[config.mk]
export PLATFORM = sky130hd
export DESIGN_NAME = core_instruction_timing
export DESIGN_NICKNAME = d
export VERILOG_FILES = /design/src/core_timing_pkg.sv /design/src/timer_rate_gen.sv /design/src/core_instruction_timing.sv
export SDC_FILE = /design/constraint.sdc
export NUM_CORES = 1
export LEC_CHECK = 0
export BUFFER_PORTS_ARGS = -buffer_cell sky130_fd_sc_hd__clkbuf_2
export CAP_MARGIN = 40
export CORE_AREA = 2 2 178 128
export CTS_CLUSTER_SIZE = 10
export DETAILED_ROUTE_END_ITERATION = 12
export DIE_AREA = 0 0 180 130
export MAX_ROUTING_LAYER = met4
export PLACE_DENSITY = 0.5
export SYNTH_ARGS = -nofsm -noshare
export SYNTH_HDL_FRONTEND = slang
export SYNTH_SLANG_ARGS = --single-unit
[constraint.sdc]
create_clock -name sys_clk -period 3.9 [get_ports sys_clk]
set_input_delay 0.78 -clock sys_clk [delete_from_list [all_inputs] [get_ports sys_clk]]
set_output_delay 0.78 -clock sys_clk [all_outputs]
set_load 0.01 [all_outputs]
[src/core_timing_pkg.sv]
// Purpose: Shared constants for the machine-cycle sequencer and timer rate generator.
// Assumes: One oscillator clock; every slower rate is an enable pulse.
// Notes: Opcode encodings live in the decode functions of the sequencer.
package core_timing_pkg;

  // Machine cycle framing
  localparam int unsigned CLKS_PER_MCYCLE = 4;
  localparam logic [1:0] PHASE_FIRST = 2'h0;
  localparam logic [1:0] PHASE_LAST = 2'(CLKS_PER_MCYCLE - 1);
  localparam logic [1:0] ADDR_LATCH_PHASE = 2'h0;
  localparam logic [1:0] PHASE_RESET = PHASE_LAST;

  // Timer increment rates in oscillator clocks
  localparam int unsigned LEGACY_TIMER_CLKS = 12;
  localparam int unsigned FAST_TIMER_CLKS = 4;
  localparam logic [3:0] LEGACY_TIMER_LAST = 4'(LEGACY_TIMER_CLKS - 1);
  localparam logic [3:0] FAST_TIMER_LAST = 4'(FAST_TIMER_CLKS - 1);

  // Instruction timing in machine cycles
  localparam logic [3:0] MOVE_MIN_CYCLES = 4'h2;
  localparam logic [3:0] MAX_INSTR_CYCLES = 4'h5;
  localparam int unsigned STRETCH_W = 3;

  // Reset values
  localparam logic [15:0] PC_RESET = 16'h0000;
  localparam logic [7:0] BYTE_RESET = 8'h00;

  typedef enum logic [1:0] {br_none, br_rel, br_abs11, br_long16} branch_kind_type;

endpackage

[src/timer_rate_gen.sv]
// Purpose: Counter/timer increment enable at the legacy or the fast rate.
// Assumes: fast_rate comes from logic on sys_clk.
// Notes: A rate change restarts the count so no short interval is produced.
`timescale 1ns/1ps
`default_nettype none
module timer_rate_gen
  import core_timing_pkg::*;
(
  // Clock and reset
  input wire logic sys_clk,
  input wire logic rst_b,
  // Rate select
  input wire logic fast_rate,
  // Increment enable
  output logic tick_q
);

  logic [3:0] div_q;
  logic [3:0] div_d;
  logic fast_q;
  wire logic [3:0] last_count = fast_rate ? FAST_TIMER_LAST : LEGACY_TIMER_LAST;
  wire logic rate_changed = fast_q != fast_rate;
  wire logic wrap = (div_q >= last_count) && !rate_changed;

  assign div_d = (wrap || rate_changed) ? 4'h0 : div_q + 4'h1;

  always_ff @(posedge sys_clk or negedge rst_b)
  begin
    if (!rst_b)
    begin
      div_q <= 4'h0;
      fast_q <= 1'b0;
      tick_q <= 1'b0;
    end
    else
    begin
      div_q <= div_d;
      fast_q <= fast_rate;
      tick_q <= wrap;
    end
  end

endmodule // timer_rate_gen
`default_nettype wire

[src/core_instruction_timing.sv]
// What this block does
// - Each machine cycle lasts exactly four oscillator clocks.
// - One address-latch strobe pulse is produced in every machine cycle.
// - With the legacy rate selected (fast_timer low), timers increment once every twelve oscillator clocks.
// - With the fast rate selected, timers increment every four clocks.
// - An external data move takes at least two machine cycles.
// - A direct-to-direct move takes three machine cycles.
// - Mostly one machine cycle per instruction byte fetched.
// - Unstretched instructions take between one and five machine cycles.
// - Operations and flag effects match the legacy set; only timing differs.
// - A relative branch adds one signed offset byte to the program counter.
// - Immediates 8 and 16 bits, long targets 16 bits, absolute targets 11 bits.
// - External data move length is selectable so slow devices get extra cycles.
// - Fully static logic; state is kept with the clock slowed or stopped.
//
// Purpose: Machine-cycle phasing, byte fetch, cycle counting and branch targets.
// Assumes: code_byte answers code_addr_q within one machine cycle; cond_true,
//   pc_load, fast_timer and move_stretch come from logic on sys_clk.
// Notes: Flag and data semantics stay in the execution unit outside.
`timescale 1ns/1ps
`default_nettype none
module core_instruction_timing
  import core_timing_pkg::*;
(
  // Clock and reset
  input wire logic sys_clk,
  input wire logic rst_b,
  // Program memory
  input wire logic [7:0] code_byte,
  output logic [15:0] code_addr_q,
  // Execution unit hand-off
  input wire logic cond_true,
  input wire logic pc_load,
  input wire logic [15:0] pc_load_addr,
  // Configuration
  input wire logic fast_timer,
  input wire logic [STRETCH_W-1:0] move_stretch,
  // Timing outputs
  output logic [1:0] phase_q,
  output logic addr_latch_q,
  output logic mcycle_end_q,
  output logic instr_done_q,
  output logic ext_access_q,
  output logic timer_tick_q,
  // Decoded instruction
  output logic [7:0] opcode_q,
  output logic [7:0] imm8_q,
  output logic [15:0] imm16_q,
  output logic [15:0] branch_target_q
);

  typedef enum {st_opcode, st_operand, st_execute} seq_state_type;

  seq_state_type state_q;
  seq_state_type state_d;
  logic [3:0] cyc_q;
  logic [1:0] len_q;
  logic [3:0] total_q;
  logic move_q;
  logic [7:0] op1_q;
  logic [7:0] op2_q;

  // Instruction length in bytes
  function automatic logic [1:0] instr_len(input logic [7:0] op);
    logic three;
    logic two;
    three = (op inside {8'h02, 8'h10, 8'h12, 8'h20, 8'h30, 8'h43, 8'h53, 8'h63,
                        8'h75, 8'h85, 8'h90, 8'hD5}) || (op[7:4] == 4'hB && op[3:2] != 2'h0);
    two = (op[3:0] == 4'h1) || (op[7:4] == 4'h7 && op[3])
       || (op[7:3] inside {5'h11, 5'h15, 5'h1B})
       || (op inside {8'h05, 8'h15, 8'h24, 8'h25, 8'h34, 8'h35, 8'h40, 8'h42, 8'h44,
                      8'h45, 8'h50, 8'h52, 8'h54, 8'h55, 8'h60, 8'h62, 8'h64, 8'h65,
                      8'h70, 8'h72, 8'h74, 8'h76, 8'h77, 8'h80, 8'h82, 8'h86, 8'h87,
                      8'h92, 8'h94, 8'h95, 8'hA0, 8'hA2, 8'hA6, 8'hA7, 8'hB0, 8'hB2,
                      8'hC0, 8'hC2, 8'hC5, 8'hD0, 8'hD2, 8'hE5, 8'hF5});
    return three ? 2'h3 : (two ? 2'h2 : 2'h1);
  endfunction

  // External data move opcodes, both pointer forms, read and write
  function automatic logic is_ext_move(input logic [7:0] op);
    return op inside {8'hE0, 8'hE2, 8'hE3, 8'hF0, 8'hF2, 8'hF3};
  endfunction

  // Machine cycles per instruction, stretch excluded
  function automatic logic [3:0] instr_cycles(input logic [7:0] op);
    logic [3:0] n;
    n = {2'h0, instr_len(op)};
    if (op inside {8'h84, 8'hA4})
      n = MAX_INSTR_CYCLES;
    else if (is_ext_move(op))
      n = MOVE_MIN_CYCLES;
    else if (op inside {8'h02, 8'h12, 8'h22, 8'h32, 8'h10, 8'h20, 8'h30, 8'hD5}
             || (op[7:4] == 4'hB && op[3:2] != 2'h0))
      n = 4'h4;
    else if (op inside {8'h40, 8'h50, 8'h60, 8'h70, 8'h73, 8'h80, 8'h83, 8'h93, 8'hA3}
             || op[3:0] == 4'h1 || op[7:3] == 5'h1B)
      n = 4'h3;
    return n; // follows from three bytes fetched for direct-to-direct
  endfunction

  // Where the branch target comes from
  function automatic branch_kind_type branch_kind(input logic [7:0] op);
    branch_kind_type k;
    k = br_none;
    if (op[3:0] == 4'h1)
      k = br_abs11;
    else if (op inside {8'h02, 8'h12})
      k = br_long16;
    else if (op inside {8'h10, 8'h20, 8'h30, 8'h40, 8'h50, 8'h60, 8'h70, 8'h80, 8'hD5}
             || op[7:3] == 5'h1B || (op[7:4] == 4'hB && op[3:2] != 2'h0))
      k = br_rel;
    return k;
  endfunction

  // Phase and cycle boundaries
  wire logic cycle_end = phase_q == PHASE_LAST;
  wire logic [1:0] phase_d = cycle_end ? PHASE_FIRST : phase_q + 2'h1;

  // Decode of the byte arriving in the opcode cycle
  wire logic [1:0] new_len = instr_len(code_byte);
  wire logic new_move = is_ext_move(code_byte);
  wire logic [3:0] new_total = instr_cycles(code_byte)
                             + (new_move ? {1'b0, move_stretch} : 4'h0);

  // Byte fetch and instruction end
  wire logic [3:0] cyc_next = cyc_q + 4'h1;
  wire logic [3:0] total_now = (state_q == st_opcode) ? new_total : total_q;
  wire logic [1:0] len_now = (state_q == st_opcode) ? new_len : len_q;
  wire logic fetching = {2'h0, len_now} > cyc_q;
  wire logic last_cycle = cyc_next >= total_now;

  // Branch target forming
  wire branch_kind_type kind = branch_kind(opcode_q);
  wire logic three_byte_rel = instr_len(opcode_q) == 2'h3;
  wire logic [7:0] rel_byte = three_byte_rel ? op2_q : op1_q;
  wire logic [15:0] rel_target = code_addr_q + {{8{rel_byte[7]}}, rel_byte};
  wire logic [15:0] abs_target = {code_addr_q[15:11], opcode_q[7:5], op1_q};
  wire logic [15:0] long_target = {op1_q, op2_q};
  wire logic uncond = (opcode_q inside {8'h02, 8'h12, 8'h80}) || opcode_q[3:0] == 4'h1;
  wire logic [15:0] target_d = (kind == br_rel) ? rel_target
                             : (kind == br_abs11) ? abs_target
                             : long_target;
  wire logic take_branch = (kind != br_none) && (uncond || cond_true);

  // Next program address at the end of a machine cycle
  wire logic [15:0] pc_step = fetching ? code_addr_q + 16'h0001 : code_addr_q;
  wire logic [15:0] pc_d = (!last_cycle || state_q == st_opcode) ? pc_step
                         : pc_load ? pc_load_addr
                         : take_branch ? branch_target_q
                         : pc_step;

  always_comb
  begin
    state_d = state_q;
    if (last_cycle)
      state_d = st_opcode;
    else if ({2'h0, len_now} > cyc_next)
      state_d = st_operand;
    else
      state_d = st_execute;
  end

  // Phase counter and strobes; no dynamic nodes, so a stopped clock loses nothing
  always_ff @(posedge sys_clk or negedge rst_b)
  begin
    if (!rst_b)
    begin
      phase_q <= PHASE_RESET;
      addr_latch_q <= 1'b0;
      mcycle_end_q <= 1'b0;
    end
    else
    begin
      phase_q <= phase_d;
      addr_latch_q <= phase_d == ADDR_LATCH_PHASE;
      mcycle_end_q <= cycle_end;
    end
  end

  // Sequencer advances once per machine cycle
  always_ff @(posedge sys_clk or negedge rst_b)
  begin
    if (!rst_b)
    begin
      state_q <= st_opcode;
      cyc_q <= 4'h0;
      len_q <= 2'h1;
      total_q <= 4'h1;
      move_q <= 1'b0;
      code_addr_q <= PC_RESET;
      instr_done_q <= 1'b0;
      ext_access_q <= 1'b0;
    end
    else
    begin
      instr_done_q <= cycle_end && last_cycle;
      if (cycle_end)
      begin
        state_q <= state_d;
        cyc_q <= last_cycle ? 4'h0 : cyc_next;
        code_addr_q <= pc_d;
        if (state_q == st_opcode)
        begin
          len_q <= new_len;
          total_q <= new_total;
          move_q <= new_move;
        end
        // Bus access cycles follow the opcode cycle of the move
        ext_access_q <= !last_cycle && (state_q == st_opcode ? new_move : move_q);
      end
    end
  end

  // Opcode and operand capture; semantics are left to the execution unit
  always_ff @(posedge sys_clk or negedge rst_b)
  begin
    if (!rst_b)
    begin
      opcode_q <= BYTE_RESET;
      op1_q <= BYTE_RESET;
      op2_q <= BYTE_RESET;
      imm8_q <= BYTE_RESET;
      imm16_q <= PC_RESET;
      branch_target_q <= PC_RESET;
    end
    else
    begin
      branch_target_q <= target_d;
      if (cycle_end && fetching)
      begin
        unique case (cyc_q)
          4'h0: opcode_q <= code_byte;
          4'h1:
          begin
            op1_q <= code_byte;
            imm8_q <= code_byte;
          end
          default:
          begin
            op2_q <= code_byte;
            imm8_q <= code_byte;
            imm16_q <= {op1_q, code_byte};
          end
        endcase
      end
    end
  end

  timer_rate_gen u_timer_rate
  (
    .sys_clk(sys_clk),
    .rst_b(rst_b),
    .fast_rate(fast_timer),
    .tick_q(timer_tick_q)
  );

endmodule // core_instruction_timing
`default_nettype wire

Yosys cells after proc, flatten, opt, wreduce, memory -nomap -nowiden
Cells that the tools add are included.

Bits in registers: 135. Input port bits: 32. Output and inout bits: 71. Logic and storage cells: 254.

$add $sub $neg: 6. Magnitude comparators: 4. Equality and inequality tests: 142. Multiplexer cells: 28. Bitwise operators: 2. Reduce and logical (&&, ||, !) cells: 52.

Operators with widths (count): 8-bit equality test, second input constant (57); 8-bit by 7-bit equality test with 1-bit output, second input constant (43); 8-bit by 6-bit equality test with 1-bit output, second input constant (14); 16-bit two-way mux (6); 43-bit nonzero test (2); 8-bit by 5-bit equality test with 1-bit output, second input constant (6); 32-bit logical NOT (1); 32-bit two-way mux (1); 5-bit equality test, second input constant (6); 12-bit nonzero test (2); 2-bit two-way mux (10); 9-bit nonzero test (2); 1-bit logical OR (17); 16-bit by 1-bit adder with 16-bit output, second input constant (1); 16-bit adder (1); 8-bit by 2-bit equality test with 1-bit output, second input constant (2); 8-bit by 3-bit equality test with 1-bit output, second input constant (2); 4-bit two-way mux (4); 4-bit by 1-bit equality test with 1-bit output, second input constant (3); 3-bit two-way mux (4); 2-bit nonzero test (5); 1-bit logical AND (9); 3-bit nonzero test (3); 4-bit by 1-bit adder with 4-bit output, second input constant (2); other kinds (19) (31).

Logic depth before layout (Yosys ltp)
Depth after elaboration: 17. Mapped depth: 24.

Cells and area by module
Synthesis repeated with hierarchy kept, for this count alone.

Cell total of the unflattened synthesis: 695. Area total of the unflattened synthesis: 6392.4 um^2.

By module, submodules not included: core_instruction_timing (times used 1, cells an instance 674, area an instance 6140.9 um^2, seq. area each 2257.2 um^2); timer_rate_gen (times used 1, cells an instance 21, area an instance 251.5 um^2, seq. area each 150.1 um^2).

Worst setup path after synthesis
OpenSTA, ideal clock, no wires.

Path type: input -> register. From: input code_byte[6]. To: register code_addr_q[3]. Arrival time: 4.993 ns. Required time: 3.774 ns. Setup slack: -1.219 ns. Stages on the path: 19. Buffers on the path: 3. Cell sequence: clkbuf_1 -> clkbuf_1 -> inv_1 -> nand2_1 -> o22ai_1 -> a311oi_1 -> o2111ai_1 -> nor4_1 -> a31o_2 -> fa_1 -> nor2_1 -> a21oi_1 -> ha_1 -> a2111oi_0 -> nor3_1 -> and3_1 -> clkbuf_1 -> a22o_1 -> a221o_1.

Cells in the longest elaborated chain, start to end: 17.

Ends and longest elaborated chain: start: declaration (line core_instruction_timing.sv:29) `input wire logic [7:0] code_byte,`; branches (longest 16 deep; another with 4-bit by 3-bit adder with 4-bit output); 16-bit two-way mux * (line core_instruction_timing.sv:147) `wire logic [15:0] pc_d = (!last_cycle || state_q == st_opcode) ? pc_step`; end signal: assignment (line core_instruction_timing.sv:201) `code_addr_q <= pc_d;`; end: declaration (line core_instruction_timing.sv:30) `output logic [15:0] code_addr_q,`.

Mark *: on every way between the ends. A chain may end at the register's enable or synchronous reset.

Worst setup path in the final report
From: input code_byte[2]. To: register code_addr_q[9].

Cells in the longest elaborated chain, start to end: 16.

Ends and longest elaborated chain (line): branches (longest 15 deep; another with 4-bit by 3-bit adder with 4-bit output); 16-bit two-way mux * (core_instruction_timing.sv:147).

Marked as above.

==> impl_metrics.json <==
{
  "status": "finished with violations",
  "violations": "setup timing",
  "synthArstFlopShare": 1.00,
  "postRouteWirelength_um": 21400,
  "power_w": 0.00785,
  "dieArea_mm2": 0.0234,
  "max-cap-violations": 0,
  "whs_ps": 477,
  "cts_sinks": 96,
  "dr.pass1.iters": 5,
  "cp_slowest_cell": "or4_4",
  "max_freq_ghz": 0.220,
  "worstPathArrival_ps": 4790,
  "globalplace.congestion": 0.912,
  "die_w_um": 180,
  "dp.cells": 1142,
  "synth_common_cells": "92 x dfrtp_1, 63 x nand2_1, 44 x mux2_2, 44 x nor2_1, 42 x o21ai_0",
  "multi_input_area_mm2": 0.00437,
  "final_cell_area_mm2": 0.00920,
  "critPathMostFrequentCell": "a21oi_2",
  "fin_crit_sh": 1.16,
  "drive_gt1_frac": 0.441,
  "path_clk_slew_ps": 70,
  "grt_pass1_vias": 5662,
  "grt_first_pass_wirelength_um": 32700,
  "cts-root-buf": "clkbuf_16",
  "drtAntennaViolNets": 0,
  "dp_hpwl_um": 15800,
  "syn_area_mm2": 0.00638,
  "setup_viol": 39,
  "min_path_type": "flip-flop to flip-flop",
  "tritoncts": "yes",
  "power_per_cell_area_mw_per_mm2": 854,
  "io_buffers": 102,
  "viasPerCell": 5.06,
  "slew_headroom": 0.449,
  "fin_crit_ps": 4540,
  "rows": 46,
  "ys_ff_latch": 96,
  "antenna_found_initial": 0,
  "cp-endpoint": "code_addr_q[9]",
  "timing.rr.start": "opcode_q[3]",
  "drc": 0,
  "cts_made_buffers": 9,
  "synth_area_leaders": "dfrtp_1 36%, mux2_2 7.8%, ha_1 6.7%",
  "synth-edff-count": 0,
  "start_util": 0.291,
  "critical_path_class": "primary input to flip-flop",
  "worstSetupEndpointType": "flip-flop",
  "layout_setup_ws_ps": -639,
  "syn_area_per_cell_um2": 9.39,
  "rsz0062_at_grt": "yes",
  "syn_inst": 680,
  "r2r_cells": 14,
  "yosysTopAreaCellShare": 0.361,
  "fin_cells": 1172,
  "critical_path.startpoint": "code_byte[2]",
  "syn_nets": 748,
  "clock_skew_ps": 9.66,
  "place_area_mm2": 0.00810,
  "synth.distinct_cells": 75,
  "r2r_end": "branch_target_q[15]",
  "yosys.area.top_type": "dfrtp_1",
  "ys.flop_type": "dfrtp_1",
  "grt_use_total": 0.184,
  "p_leak_nw": 4.11,
  "grt_overflow": 0,
  "design.core.area_mm2": 0.0219,
  "fillCellCount": 2161,
  "vias": 5928,
  "h-tree-depth": 3,
  "path_cells": "buf_12, or4_4, a2111oi_4, a31oi_2, mux2i_2, a21oi_2, nand2_1, a21oi_2, ha_2, inv_2, fa_2, nor2_2, a21oi_2, ha_1, a2111oi_4, buf_4, nor3_4, o311ai_4, buf_4, nand2_4, o21a_1, o221a_4",
  "yosysWarnings": 0,
  "syn_to_final_growth_pct": 44.1,
  "r2r_setup_slack_ps": 170,
  "chipHeight_um": 130,
  "hold_viol": 0,
  "wire_per_inst_um": 18.2,
  "cp.required_ps": 4150,
  "worst_pin_slew_ps": 826,
  "n_antenna_cell": 0,
  "synth.most_common_cell": "dfrtp_1",
  "clk_latency_ps": 360,
  "clk_path_buf_depth": 2,
  "critPathMaxFanout": 6,
  "yosysSeqAreaShare": 0.377,
  "ir_drop_uv": 383,
  "io_pins": 103,
  "grt_start_max_net_pins": 58,
  "start_kind": "primary input",
  "drt_iter0_drc": 458,
  "place_ws_ps": -1160,
  "fin_nets": 947,
  "slowest_delay_ps": 530,
  "ctsHoldBuffers": 0,
  "regArea_mm2": 0.00241,
  "final-max-slew-violation-count": 0
}
through the flow:
stage           util  setup TNS [ps]
2_1_floorplan      -          -27490
3_3_place_gp   0.370          -48340
3_5_place_dp   0.370          -50450
4_1_cts        0.392          -23080
5_1_grt        0.419          -19110
6_report       0.419          -12140
registers in the layout, summed over array words and instances (netlist names):
signal / count
move_q: 1
u_timer_rate.tick_q: 1
u_timer_rate.fast_q: 1
opcode_q: 8
total_q: 4
branch_target_q: 16
instr_done_q: 1
phase_q: 2
cyc_q: 4
len_q: 2
u_timer_rate.div_q: 4
op1_q: 8
imm8_q: 8
imm16_q: 16
code_addr_q: 16
ext_access_q: 1
state_q: 2
addr_latch_q: 1
cells by family (layout without fill, tap and decap cells):
logic type,count (synthesis),after routing,synth area share
compound gates,175,175,0.193
flops,96,96,0.377
xor+xnor,21,21,0.0288
mux,61,61,0.104
fa+ha+maj,36,36,0.0729
simple gates,226,226,0.181
buf+inv,65,269,0.0427
placed cells by master (no fill, tap or decap), drive strengths merged, types with 5 or more instances in the layout:
| cell type | instances |
|---|---|
| clkbuf | 105 |
| nor3b | 5 |
| nand2b | 7 |
| and2 | 6 |
| mux2i | 17 |
| nor2b | 15 |
| nand4 | 7 |
| and3 | 7 |
| nor3 | 19 |
| inv | 26 |
| nand2 | 63 |
| ha | 34 |
| nand3 | 21 |
| buf | 135 |
| mux2 | 44 |
| nor4 | 6 |
| a22o | 7 |
| o211ai | 5 |
| dfrtp | 92 |
| a21oi | 36 |
| xor2 | 7 |
| o311ai | 5 |
| nor2 | 45 |
| o21ai | 42 |
| a31oi | 10 |
| or2 | 5 |
| a311o | 5 |
| a2111oi | 8 |
| xnor2 | 14 |
| a21o | 8 |
| and4b | 5 |
where the power goes:
part           internal (W)  leakage (nW)  switching [W]  total, W
combinational       0.00239          2.76        0.00245   0.00485
clock              0.000571         0.161       0.000434   0.00101
sequential          0.00142          1.19       0.000584   0.00200
total               0.00438          4.11        0.00347   0.00785
layer usage:
layer	wire length, µm	vias to the layer above	track usage
li1	-	2915	-
met4	174	0	0.0349
met5	0	-	-
met3	1310	13	0.0402
met1	11200	2840	0.277
met2	8690	160	0.248
worst min-delay path by stage:
| stage | startpoint | cells past startpoint | slack, ps | to |
|---|---|---|---|---|
| 3_5_place_dp | u_timer_rate.div_q[0] | 1 | 460 | u_timer_rate.div_q[0] |
| 3_3_place_gp | u_timer_rate.div_q[0] | 1 | 460 | u_timer_rate.div_q[0] |
| 5_1_grt | u_timer_rate.div_q[0] | 1 | 490 | u_timer_rate.div_q[0] |
| 6_report | u_timer_rate.div_q[0] | 1 | 480 | u_timer_rate.div_q[0] |
| 4_1_cts | u_timer_rate.div_q[0] | 1 | 470 | u_timer_rate.div_q[0] |
| 2_1_floorplan | u_timer_rate.div_q[0] | 1 | 430 | u_timer_rate.div_q[0] |
layout make-up:
cell class                 count  area share
sequential                    96       0.262
inverter                      22     0.00898
clock inverter                 7      0.0109
multi-input combinational    519       0.475
clock buffer                   9      0.0245
timing repair buffer         231       0.180
tap                          288      0.0392
repair_timing:
action,4_1_cts,5_1_grt
resized for setup,35,123
buffers inserted,5,13
endpoints found under the setup margin,64,67
pin swaps,15,30
cloned,1,1
critical path, delay by kind of cell:
kind	cells	cell delay, ps
simple gates	5	820
mux	1	270
buf+inv	4	520
fa+ha+maj	3	930
compound gates	9	1450
No activity file was read; power rests on OpenSTA's default activity.
